<file path="src/remi_consts.svh">
// Offsets, field positions, reset values and timing counts for the regulator event masks.
`ifndef REMI_CONSTS_SVH
`define REMI_CONSTS_SVH
`define REMI_ADDR_CONV_MASK 8'h22
`define REMI_ADDR_LINREG_MASK 8'h23
`define REMI_BIT_R1_PG_INVALID 7
`define REMI_BIT_R1_PG_VALID 6
`define REMI_BIT_R1_CURRENT_LIMIT 4
`define REMI_BIT_R0_PG_INVALID 3
`define REMI_BIT_R0_PG_VALID 2
`define REMI_BIT_R0_CURRENT_LIMIT 0
`define REMI_WRITABLE_BITS 8'hDD
`define REMI_MASK_RESET 8'hCC
`define REMI_SYNC_STAGES 3
`endif

</file>
<file path="src/remi_pkg.sv">
// Types shared by the regulator event mask files.
package remi_pkg;
    typedef enum logic [1:0] {
        REMI_SRC_CONV0 = 2'b00,
        REMI_SRC_CONV1 = 2'b01,
        REMI_SRC_LINREG0 = 2'b10,
        REMI_SRC_LINREG1 = 2'b11
    } remi_src_e;
    typedef logic [7:0] remi_byte_t;
endpackage

</file>
<file path="src/remi_evt_if.sv">
// Interface carrying one regulator's synchronised raw status and gated events.
`timescale 1ns/10ps
interface remi_evt_if;
    logic pg_invalid;
    logic current_limit;
    logic [2:0] masks;
    logic [2:0] events;
    modport det (input pg_invalid, input current_limit, input masks, output events);
    modport ctl (output pg_invalid, output current_limit, output masks, input events);
endinterface

</file>
<file path="src/remi_event_gate.sv">
// Edge detector and mask gate for the three events of one regulator.
`timescale 1ns/10ps
module remi_event_gate
    import remi_pkg::*;
(
    input wire logic clk_i,
    input wire logic rst_i,
    remi_evt_if.det evt
);
    logic pg_q_r;
    logic lim_q_r;

    always_ff @(posedge clk_i or posedge rst_i)
    begin
        if (rst_i)
        begin
            pg_q_r <= 1'b0;
            lim_q_r <= 1'b0;
        end
        else
        begin
            pg_q_r <= evt.pg_invalid;
            lim_q_r <= evt.current_limit;
        end
    end

    // Mask bit 2 is invalid, bit 1 valid, bit 0 current limit; one suppresses.
    always_comb
    begin
        evt.events[2] = evt.pg_invalid & ~pg_q_r & ~evt.masks[2];
        evt.events[1] = ~evt.pg_invalid & pg_q_r & ~evt.masks[1];
        evt.events[0] = evt.current_limit & ~lim_q_r & ~evt.masks[0];
    end
endmodule // remi_event_gate

</file>
<file path="src/remi_masks.sv">
// Regulator event mask registers with raw status passthrough and gated event pulses.
`timescale 1ns/10ps
`include "remi_consts.svh"
module remi_masks
    import remi_pkg::*;
(
    input wire logic clk_i,
    input wire logic rst_i,
    input wire logic [7:0] reg_addr_i,
    input wire logic reg_wr_i,
    input wire logic [7:0] reg_wdata_i,
    output logic [7:0] reg_rdata_o,
    input wire logic [3:0] pg_invalid_i,
    input wire logic [3:0] current_limit_i,
    output logic [7:0] conv_raw_status_o,
    output logic [7:0] linear_regulator_raw_status_o,
    output logic [3:0] pg_invalid_evt_o,
    output logic [3:0] pg_valid_evt_o,
    output logic [3:0] current_limit_evt_o
);
    remi_byte_t converter_event_mask_r;
    remi_byte_t linear_regulator_event_mask_r;
    remi_byte_t rdata_nxt;
    logic [`REMI_SYNC_STAGES-1:0] pg_sync_r [4];
    logic [`REMI_SYNC_STAGES-1:0] lim_sync_r [4];
    logic [3:0] pg_stable_r;
    logic [3:0] lim_stable_r;
    logic [3:0] ev_inv;
    logic [3:0] ev_val;
    logic [3:0] ev_lim;

    // Extract the three mask bits for regulator index k within a register.
    function automatic logic [2:0] remi_slice(input remi_byte_t m, input logic hi);
        if (hi)
            remi_slice = {m[`REMI_BIT_R1_PG_INVALID], m[`REMI_BIT_R1_PG_VALID],
                m[`REMI_BIT_R1_CURRENT_LIMIT]};
        else
            remi_slice = {m[`REMI_BIT_R0_PG_INVALID], m[`REMI_BIT_R0_PG_VALID],
                m[`REMI_BIT_R0_CURRENT_LIMIT]};
    endfunction

    // Reserved positions never load, so they stay at their reset zero.
    always_ff @(posedge clk_i or posedge rst_i)
    begin
        if (rst_i)
            converter_event_mask_r <= `REMI_MASK_RESET;
        else if (reg_wr_i && reg_addr_i == `REMI_ADDR_CONV_MASK)
            converter_event_mask_r <= reg_wdata_i & `REMI_WRITABLE_BITS;
    end

    always_ff @(posedge clk_i or posedge rst_i)
    begin
        if (rst_i)
            linear_regulator_event_mask_r <= `REMI_MASK_RESET;
        else if (reg_wr_i && reg_addr_i == `REMI_ADDR_LINREG_MASK)
            linear_regulator_event_mask_r <= reg_wdata_i & `REMI_WRITABLE_BITS;
    end

    always_comb
    begin
        unique case (reg_addr_i)
            `REMI_ADDR_CONV_MASK: rdata_nxt = converter_event_mask_r;
            `REMI_ADDR_LINREG_MASK: rdata_nxt = linear_regulator_event_mask_r;
            default: rdata_nxt = 8'h00;
        endcase
    end

    always_ff @(posedge clk_i or posedge rst_i)
    begin
        if (rst_i)
            reg_rdata_o <= 8'h00;
        else
            reg_rdata_o <= rdata_nxt;
    end

    // Analog flags are asynchronous; a change counts once stages two and three agree.
    genvar g;
    generate
        for (g = 0; g < 4; g++)
        begin : g_reg
            remi_evt_if evt ();
            always_ff @(posedge clk_i or posedge rst_i)
            begin
                if (rst_i)
                begin
                    pg_sync_r[g] <= '0;
                    lim_sync_r[g] <= '0;
                    pg_stable_r[g] <= 1'b0;
                    lim_stable_r[g] <= 1'b0;
                end
                else
                begin
                    pg_sync_r[g] <= {pg_sync_r[g][1:0], pg_invalid_i[g]};
                    lim_sync_r[g] <= {lim_sync_r[g][1:0], current_limit_i[g]};
                    if (pg_sync_r[g][1] == pg_sync_r[g][2])
                        pg_stable_r[g] <= pg_sync_r[g][2];
                    if (lim_sync_r[g][1] == lim_sync_r[g][2])
                        lim_stable_r[g] <= lim_sync_r[g][2];
                end
            end
            assign evt.pg_invalid = pg_stable_r[g];
            assign evt.current_limit = lim_stable_r[g];
            // Indices 0,1 are converters, 2,3 linear regulators.
            assign evt.masks = (g < 2) ?
                remi_slice(converter_event_mask_r, 1'(g % 2)) :
                remi_slice(linear_regulator_event_mask_r, 1'(g % 2));
            assign ev_inv[g] = evt.events[2];
            assign ev_val[g] = evt.events[1];
            assign ev_lim[g] = evt.events[0];
            remi_event_gate u_gate (
                .clk_i(clk_i),
                .rst_i(rst_i),
                .evt(evt)
            );
        end
    endgenerate

    // Status layout mirrors the mask layout; masks never enter this path.
    always_ff @(posedge clk_i or posedge rst_i)
    begin
        if (rst_i)
        begin
            conv_raw_status_o <= 8'h00;
            linear_regulator_raw_status_o <= 8'h00;
            pg_invalid_evt_o <= 4'h0;
            pg_valid_evt_o <= 4'h0;
            current_limit_evt_o <= 4'h0;
        end
        else
        begin
            conv_raw_status_o <= {1'b0, pg_stable_r[1], 1'b0, lim_stable_r[1],
                1'b0, pg_stable_r[0], 1'b0, lim_stable_r[0]};
            linear_regulator_raw_status_o <= {1'b0, pg_stable_r[3], 1'b0, lim_stable_r[3],
                1'b0, pg_stable_r[2], 1'b0, lim_stable_r[2]};
            pg_invalid_evt_o <= ev_inv;
            pg_valid_evt_o <= ev_val;
            current_limit_evt_o <= ev_lim;
        end
    end

    a_conv_valid_mask: assert property (@(posedge clk_i) disable iff (rst_i)
        converter_event_mask_r[6] |=> !pg_valid_evt_o[1])
        else $error("conv1 valid leaked");
    a_conv0_valid_mask: assert property (@(posedge clk_i) disable iff (rst_i)
        converter_event_mask_r[2] |=> !pg_valid_evt_o[0])
        else $error("conv0 valid leaked");
    a_conv1_lim_mask: assert property (@(posedge clk_i) disable iff (rst_i)
        converter_event_mask_r[4] |=> !current_limit_evt_o[1])
        else $error("conv1 lim leaked");
    a_conv0_lim_mask: assert property (@(posedge clk_i) disable iff (rst_i)
        converter_event_mask_r[0] |=> !current_limit_evt_o[0])
        else $error("conv0 lim leaked");
    a_conv1_inv_mask: assert property (@(posedge clk_i) disable iff (rst_i)
        converter_event_mask_r[7] |=> !pg_invalid_evt_o[1])
        else $error("conv1 inv leaked");
    a_conv0_inv_mask: assert property (@(posedge clk_i) disable iff (rst_i)
        converter_event_mask_r[3] |=> !pg_invalid_evt_o[0])
        else $error("conv0 inv leaked");
    a_lin1_inv_mask: assert property (@(posedge clk_i) disable iff (rst_i)
        linear_regulator_event_mask_r[7] |=> !pg_invalid_evt_o[3])
        else $error("lin1 inv leaked");
    a_lin1_val_mask: assert property (@(posedge clk_i) disable iff (rst_i)
        linear_regulator_event_mask_r[6] |=> !pg_valid_evt_o[3])
        else $error("lin1 val leaked");
    a_lin0_inv_mask: assert property (@(posedge clk_i) disable iff (rst_i)
        linear_regulator_event_mask_r[3] |=> !pg_invalid_evt_o[2])
        else $error("lin0 inv leaked");
    a_lin0_val_mask: assert property (@(posedge clk_i) disable iff (rst_i)
        linear_regulator_event_mask_r[2] |=> !pg_valid_evt_o[2])
        else $error("lin0 val leaked");
    a_lin_lim_mask: assert property (@(posedge clk_i) disable iff (rst_i)
        linear_regulator_event_mask_r[4] |=> !current_limit_evt_o[3])
        else $error("lin1 lim leaked");
    a_lin0_lim_mask: assert property (@(posedge clk_i) disable iff (rst_i)
        linear_regulator_event_mask_r[0] |=> !current_limit_evt_o[2])
        else $error("lin0 lim leaked");
    a_conv_inv_event: assert property (@(posedge clk_i) disable iff (rst_i)
        pg_invalid_evt_o[0] |-> $past(pg_stable_r[0]) && !$past(pg_stable_r[0], 2))
        else $error("conv0 invalid event without rise");
    a_reserved_zero: assert property (@(posedge clk_i) disable iff (rst_i)
        ((converter_event_mask_r | linear_regulator_event_mask_r) & 8'h22) == 8'h00)
        else $error("reserved bit set");
    a_raw_follows: assert property (@(posedge clk_i) disable iff (rst_i)
        linear_regulator_raw_status_o[6] == $past(pg_stable_r[3]))
        else $error("raw lost");
    a_conv_mask_reset: assert property (@(posedge clk_i) disable iff (rst_i)
        $fell(rst_i) |-> converter_event_mask_r == `REMI_MASK_RESET)
        else $error("conv mask not at default after reset");
    a_lin_mask_reset: assert property (@(posedge clk_i) disable iff (rst_i)
        $fell(rst_i) |-> linear_regulator_event_mask_r == `REMI_MASK_RESET)
        else $error("linear mask not at default after reset");

    // Both raw bytes side by side, so one loop can index every regulator's bits.
    logic [15:0] raw_both;
    assign raw_both = {linear_regulator_raw_status_o, conv_raw_status_o};

    // Every pulse must trace back to a real edge of the settled level; raw status
    // tracks that level one cycle later with no mask in its path.
    for (genvar k = 0; k < 4; k++)
    begin : g_chk
        a_inv_after_rise: assert property (@(posedge clk_i) disable iff (rst_i)
            pg_invalid_evt_o[k] |-> $past(pg_stable_r[k]) && !$past(pg_stable_r[k], 2))
            else $error("invalid event without rise");
        a_val_after_fall: assert property (@(posedge clk_i) disable iff (rst_i)
            pg_valid_evt_o[k] |-> !$past(pg_stable_r[k]) && $past(pg_stable_r[k], 2))
            else $error("valid event without fall");
        a_lim_after_rise: assert property (@(posedge clk_i) disable iff (rst_i)
            current_limit_evt_o[k] |-> $past(lim_stable_r[k]) && !$past(lim_stable_r[k], 2))
            else $error("limit event without rise");
        a_raw_pg_tracks: assert property (@(posedge clk_i) disable iff (rst_i)
            raw_both[4 * k + 2] == $past(pg_stable_r[k]))
            else $error("raw power-good lost");
        a_raw_lim_tracks: assert property (@(posedge clk_i) disable iff (rst_i)
            raw_both[4 * k] == $past(lim_stable_r[k]))
            else $error("raw current limit lost");
    end
endmodule // remi_masks

</file>
<file path="config.mk">
export PLATFORM = sky130hd
export DESIGN_NAME = remi_masks
export DESIGN_NICKNAME = d
export VERILOG_FILES = /design/src/remi_pkg.sv /design/src/remi_evt_if.sv /design/src/remi_event_gate.sv /design/src/remi_masks.sv
export VERILOG_INCLUDE_DIRS = /design/src
export SDC_FILE = /design/constraint.sdc
export NUM_CORES = 1
export LEC_CHECK = 0
export BUFFER_PORTS_ARGS = -buffer_cell sky130_fd_sc_hd__buf_2
export CORE_MARGIN = 2
export CORE_UTILIZATION = 40
export DETAILED_ROUTE_END_ITERATION = 6
export PLACE_DENSITY = 0.76
export SETUP_SLACK_MARGIN = 0.4
export SLEW_MARGIN = 20
export SYNTH_ARGS = -nofsm -noshare
export SYNTH_HDL_FRONTEND = slang
export SYNTH_HIERARCHICAL = 1
export SYNTH_SLANG_ARGS = --single-unit
</file>
<file path="constraint.sdc">
create_clock -name clk_i -period 2 [get_ports clk_i]
set_input_delay 0.4 -clock clk_i [delete_from_list [all_inputs] [get_ports clk_i]]
set_output_delay 0.4 -clock clk_i [all_outputs]
set_load 0.02 [all_outputs]
</file>
==> impl_metrics.py <==
metrics = {
    "sta": {
        "fin_crit_sh_pct": 65.9,
        "tns_ps": 0,
        "clock_skew_ps": 6.73,
        "hold_ws_ps": 163,
        "rsz0062_at_grt": "false",
        "finalCriticalPeriod_ps": 1320,
        "relSlewSlack_pct": 65.4,
        "max_clock_freq_ghz": 0.758,
        "maxSlewViolCount": 0,
        "layout_setup_ws_ps": 681,
        "worst_pin_slew_ps": 518,
        "hold_violations": 0,
        "setup_viol": 0,
    },
    "placement": {
        "portBuffers": 50,
        "hpwl_mm": 2.68,
        "gp_congestion": 0.709,
        "dp_slack_ps": 337,
    },
    "route": {
        "route.vias.total": 1277,
        "via_per_inst": 4.47,
        "drtIter0Drc": 10,
        "dr.pass1.iters": 2,
        "wl_per_cell_um": 13.2,
        "routed_wirelength_mm": 3.78,
        "ant_nets": 0,
        "drc": 0,
    },
    "logic_synthesis": {
        "syn_inst": 144,
        "yosys.cell_types.count": 16,
        "yosysTopAreaCell": "dfrtp_1",
        "avgSynthCellArea_um2": 17.5,
        "netlist.area_leader.share_pct": 69.5,
        "ys_warn_count": 6,
        "yosysSeqAreaShare_pct": 77.9,
        "synthTopCellsByArea": "dfrtp_1, dfstp_2, mux2_2, nor3b_1, maj3_1",
        "synth-seq-cells": 78,
        "synthesis.area_um2": 2520,
    },
    "floorplan": {
        "die_h_um": 83.4,
        "die_w_um": 83.4,
        "start_util_pct": 42.1,
        "pin_count": 63,
        "fp.coreArea_um2": 5990,
        "rows": 28,
        "die_area_um2": 6950,
    },
    "global_route": {
        "grt.total_usage_pct": 12.2,
        "antenna_found_initial": 0,
        "first_global_vias": 1301,
        "grt_max_degree": 31,
        "grt_pass1_wl_mm": 6.31,
        "grt-ovfl-total": 0,
    },
    "critical_path": {
        "critPathLaunchType": "input port",
        "r2r_start": "g_reg[1].evt.pg_invalid",
        "critical_path.endpoint": "converter_event_mask_r[0]",
        "rr_worst_depth": 1,
        "end_kind": "register",
        "r2r-end": "g_reg[1].evt.pg_invalid",
        "critical_path_peak_fanout": 6,
        "crit_start": "reg_addr_i[4]",
        "path_class": "in2reg",
        "r2r_slack_ps": 1090,
        "cp.arrival_ps": 1540,
        "required_ps": 2220,
    },
    "layout": {
        "diodes": 0,
        "final_util_pct": 51.1,
        "register_area_um2": 1960,
        "area_growth_pct": 21.4,
        "nNetsFinal": 233,
        "drive_gt1_share_pct": 43.6,
        "multi_input_area_um2": 493,
        "fillCellCount": 490,
    },
    "cts": {
        "root_buffer": "clkbuf_8",
        "clock_latency_ps": 340,
        "cts_tree": "yes",
        "cts.clk_slew.worst_paths_ps": 70,
        "cts_buffer_depth": 2,
        "cts_setup_buffers": 0,
        "htreeDepth": 3,
        "cts_num_sinks": 78,
        "cts_resized": 0,
        "cts-buffers-inserted": 9,
    },
    "power_and_ir_drop": {
        "power.leakage_nw": 1.52,
        "power_density_nw_per_um2": 1020,
        "ir_drop_mv": 0.477,
    },
    "status": {
        "status": "complete, no violations",
    },
    "run": {
        "maxCapViolCount": 0,
    },
    "min_path": {
        "hp-class": "in2reg",
    },
}
-- cells by family after synthesis --
logic type | after synthesis | share of synthesized area [%]
other | 1 | 0.149
DFF | 78 | 77.9
muxes | 18 | 7.75
adders and majority gates | 8 | 3.18
and+or+nand+nor | 23 | 7.15
buffers and inverters | 16 | 3.92
-- worst max-delay path, stage by stage --
cell      delay, ps
buf_2           110
nor4b_4         370
nand4b_2        310
mux2_2          350
-- cell usage in the layout, fill, tap and decap left out, drive strengths merged --
cell / n
bufinv: 1
nor4b: 1
nor2: 6
nor3b: 13
dfrtp: 70
mux2: 12
maj3: 8
nand2: 1
clkinvlp: 1
mux2i: 6
nand4b: 1
nand4: 1
dfstp: 8
clkinv: 3
inv: 4
buf: 52
conb: 10
dlygate4sd3: 1
clkbuf: 12
-- worst min-delay path by stage --
| stage | slack, ps | from | depth (start not counted) | endpoint |
|---|---|---|---|---|
| final | 160 | current_limit_i[2] | 1 | lim_sync_r[3] |
| after global routing | 140 | current_limit_i[3] | 1 | lim_sync_r[0] |
| after CTS | 140 | current_limit_i[2] | 1 | lim_sync_r[3] |
| after detailed placement | 340 | rst_i | 2 | g_reg[2].u_gate/lim_q_r |
| after global placement | 330 | pg_sync_r[0] | 0 | pg_sync_r[1] |
| after floorplan | 140 | rst_i | 1 | g_reg[0].u_gate/lim_q_r |
-- cell usage after synthesis --
cell type,instances
dfrtp_1,70
mux2_2,12
nor3b_1,12
buf_4,10
dfstp_2,8
maj3_1,8
mux2i_1,6
nor2_1,6
inv_1,5
buf_2,1
conb_1,1
nand2_1,1
nand4_2,1
nand4b_2,1
nor3b_2,1
nor4b_4,1
-- flip-flops by register name (all words and copies together) (netlist names) --
name / count
converter_event_mask_r: 6
reg_rdata_o: 6
lim_sync_r: 12
pg_invalid_evt_o: 4
linear_regulator_event_mask_r: 6
pg_valid_evt_o: 4
linear_regulator_raw_status_o: 4
g.evt.current_limit: 4
pg_sync_r: 12
current_limit_evt_o: 4
g.evt.pg_invalid: 4
g.u_gate/pg_q_r: 4
g.u_gate/lim_q_r: 4
conv_raw_status_o: 4
-- repair_timing --
action / CTS / global route
hold endpoints to repair: 8 / 0
hold buffers: 1 / 0
endpoints found under the setup margin: 0 / 0
-- per-stage QoR --
| step | total power, W | cells | area (µm²) |
|---|---|---|---|
| after global placement | 0.00201 | 269 | 2850 |
| after floorplan | 0.00193 | 153 | 2560 |
| after detailed placement | 0.00202 | 269 | 2850 |
| final | 0.00313 | 286 | 3060 |
| after global routing | 0.00328 | 286 | 3060 |
| after CTS | 0.00318 | 286 | 3060 |
-- routing by layer --
metal / GRT usage [%] / part of all wire (%)
met4: 4.47 / 1.4
met3: 6.86 / 8.9
met2: 18.0 / 47
met1: 14.9 / 43
met5: 0 / 0
-- where the power goes --
group / switching [W] / internal, W
Clock: 0.000508 / 0.000638
Combinational: 0.000148 / 0.0000935
Sequential: 0.0000514 / 0.00169
-- cell type report --
class | instances | share of cell area [%]
Clock inverter | 4 | 1.47
Multi-Input combinational cell | 59 | 16.1
Tap cell | 75 | 3.07
Clock buffer | 12 | 5.07
Sequential cell | 78 | 64.1
Inverter | 5 | 0.736
Timing Repair Buffer | 53 | 9.41
No activity file was read; power rests on OpenSTA's default activity.
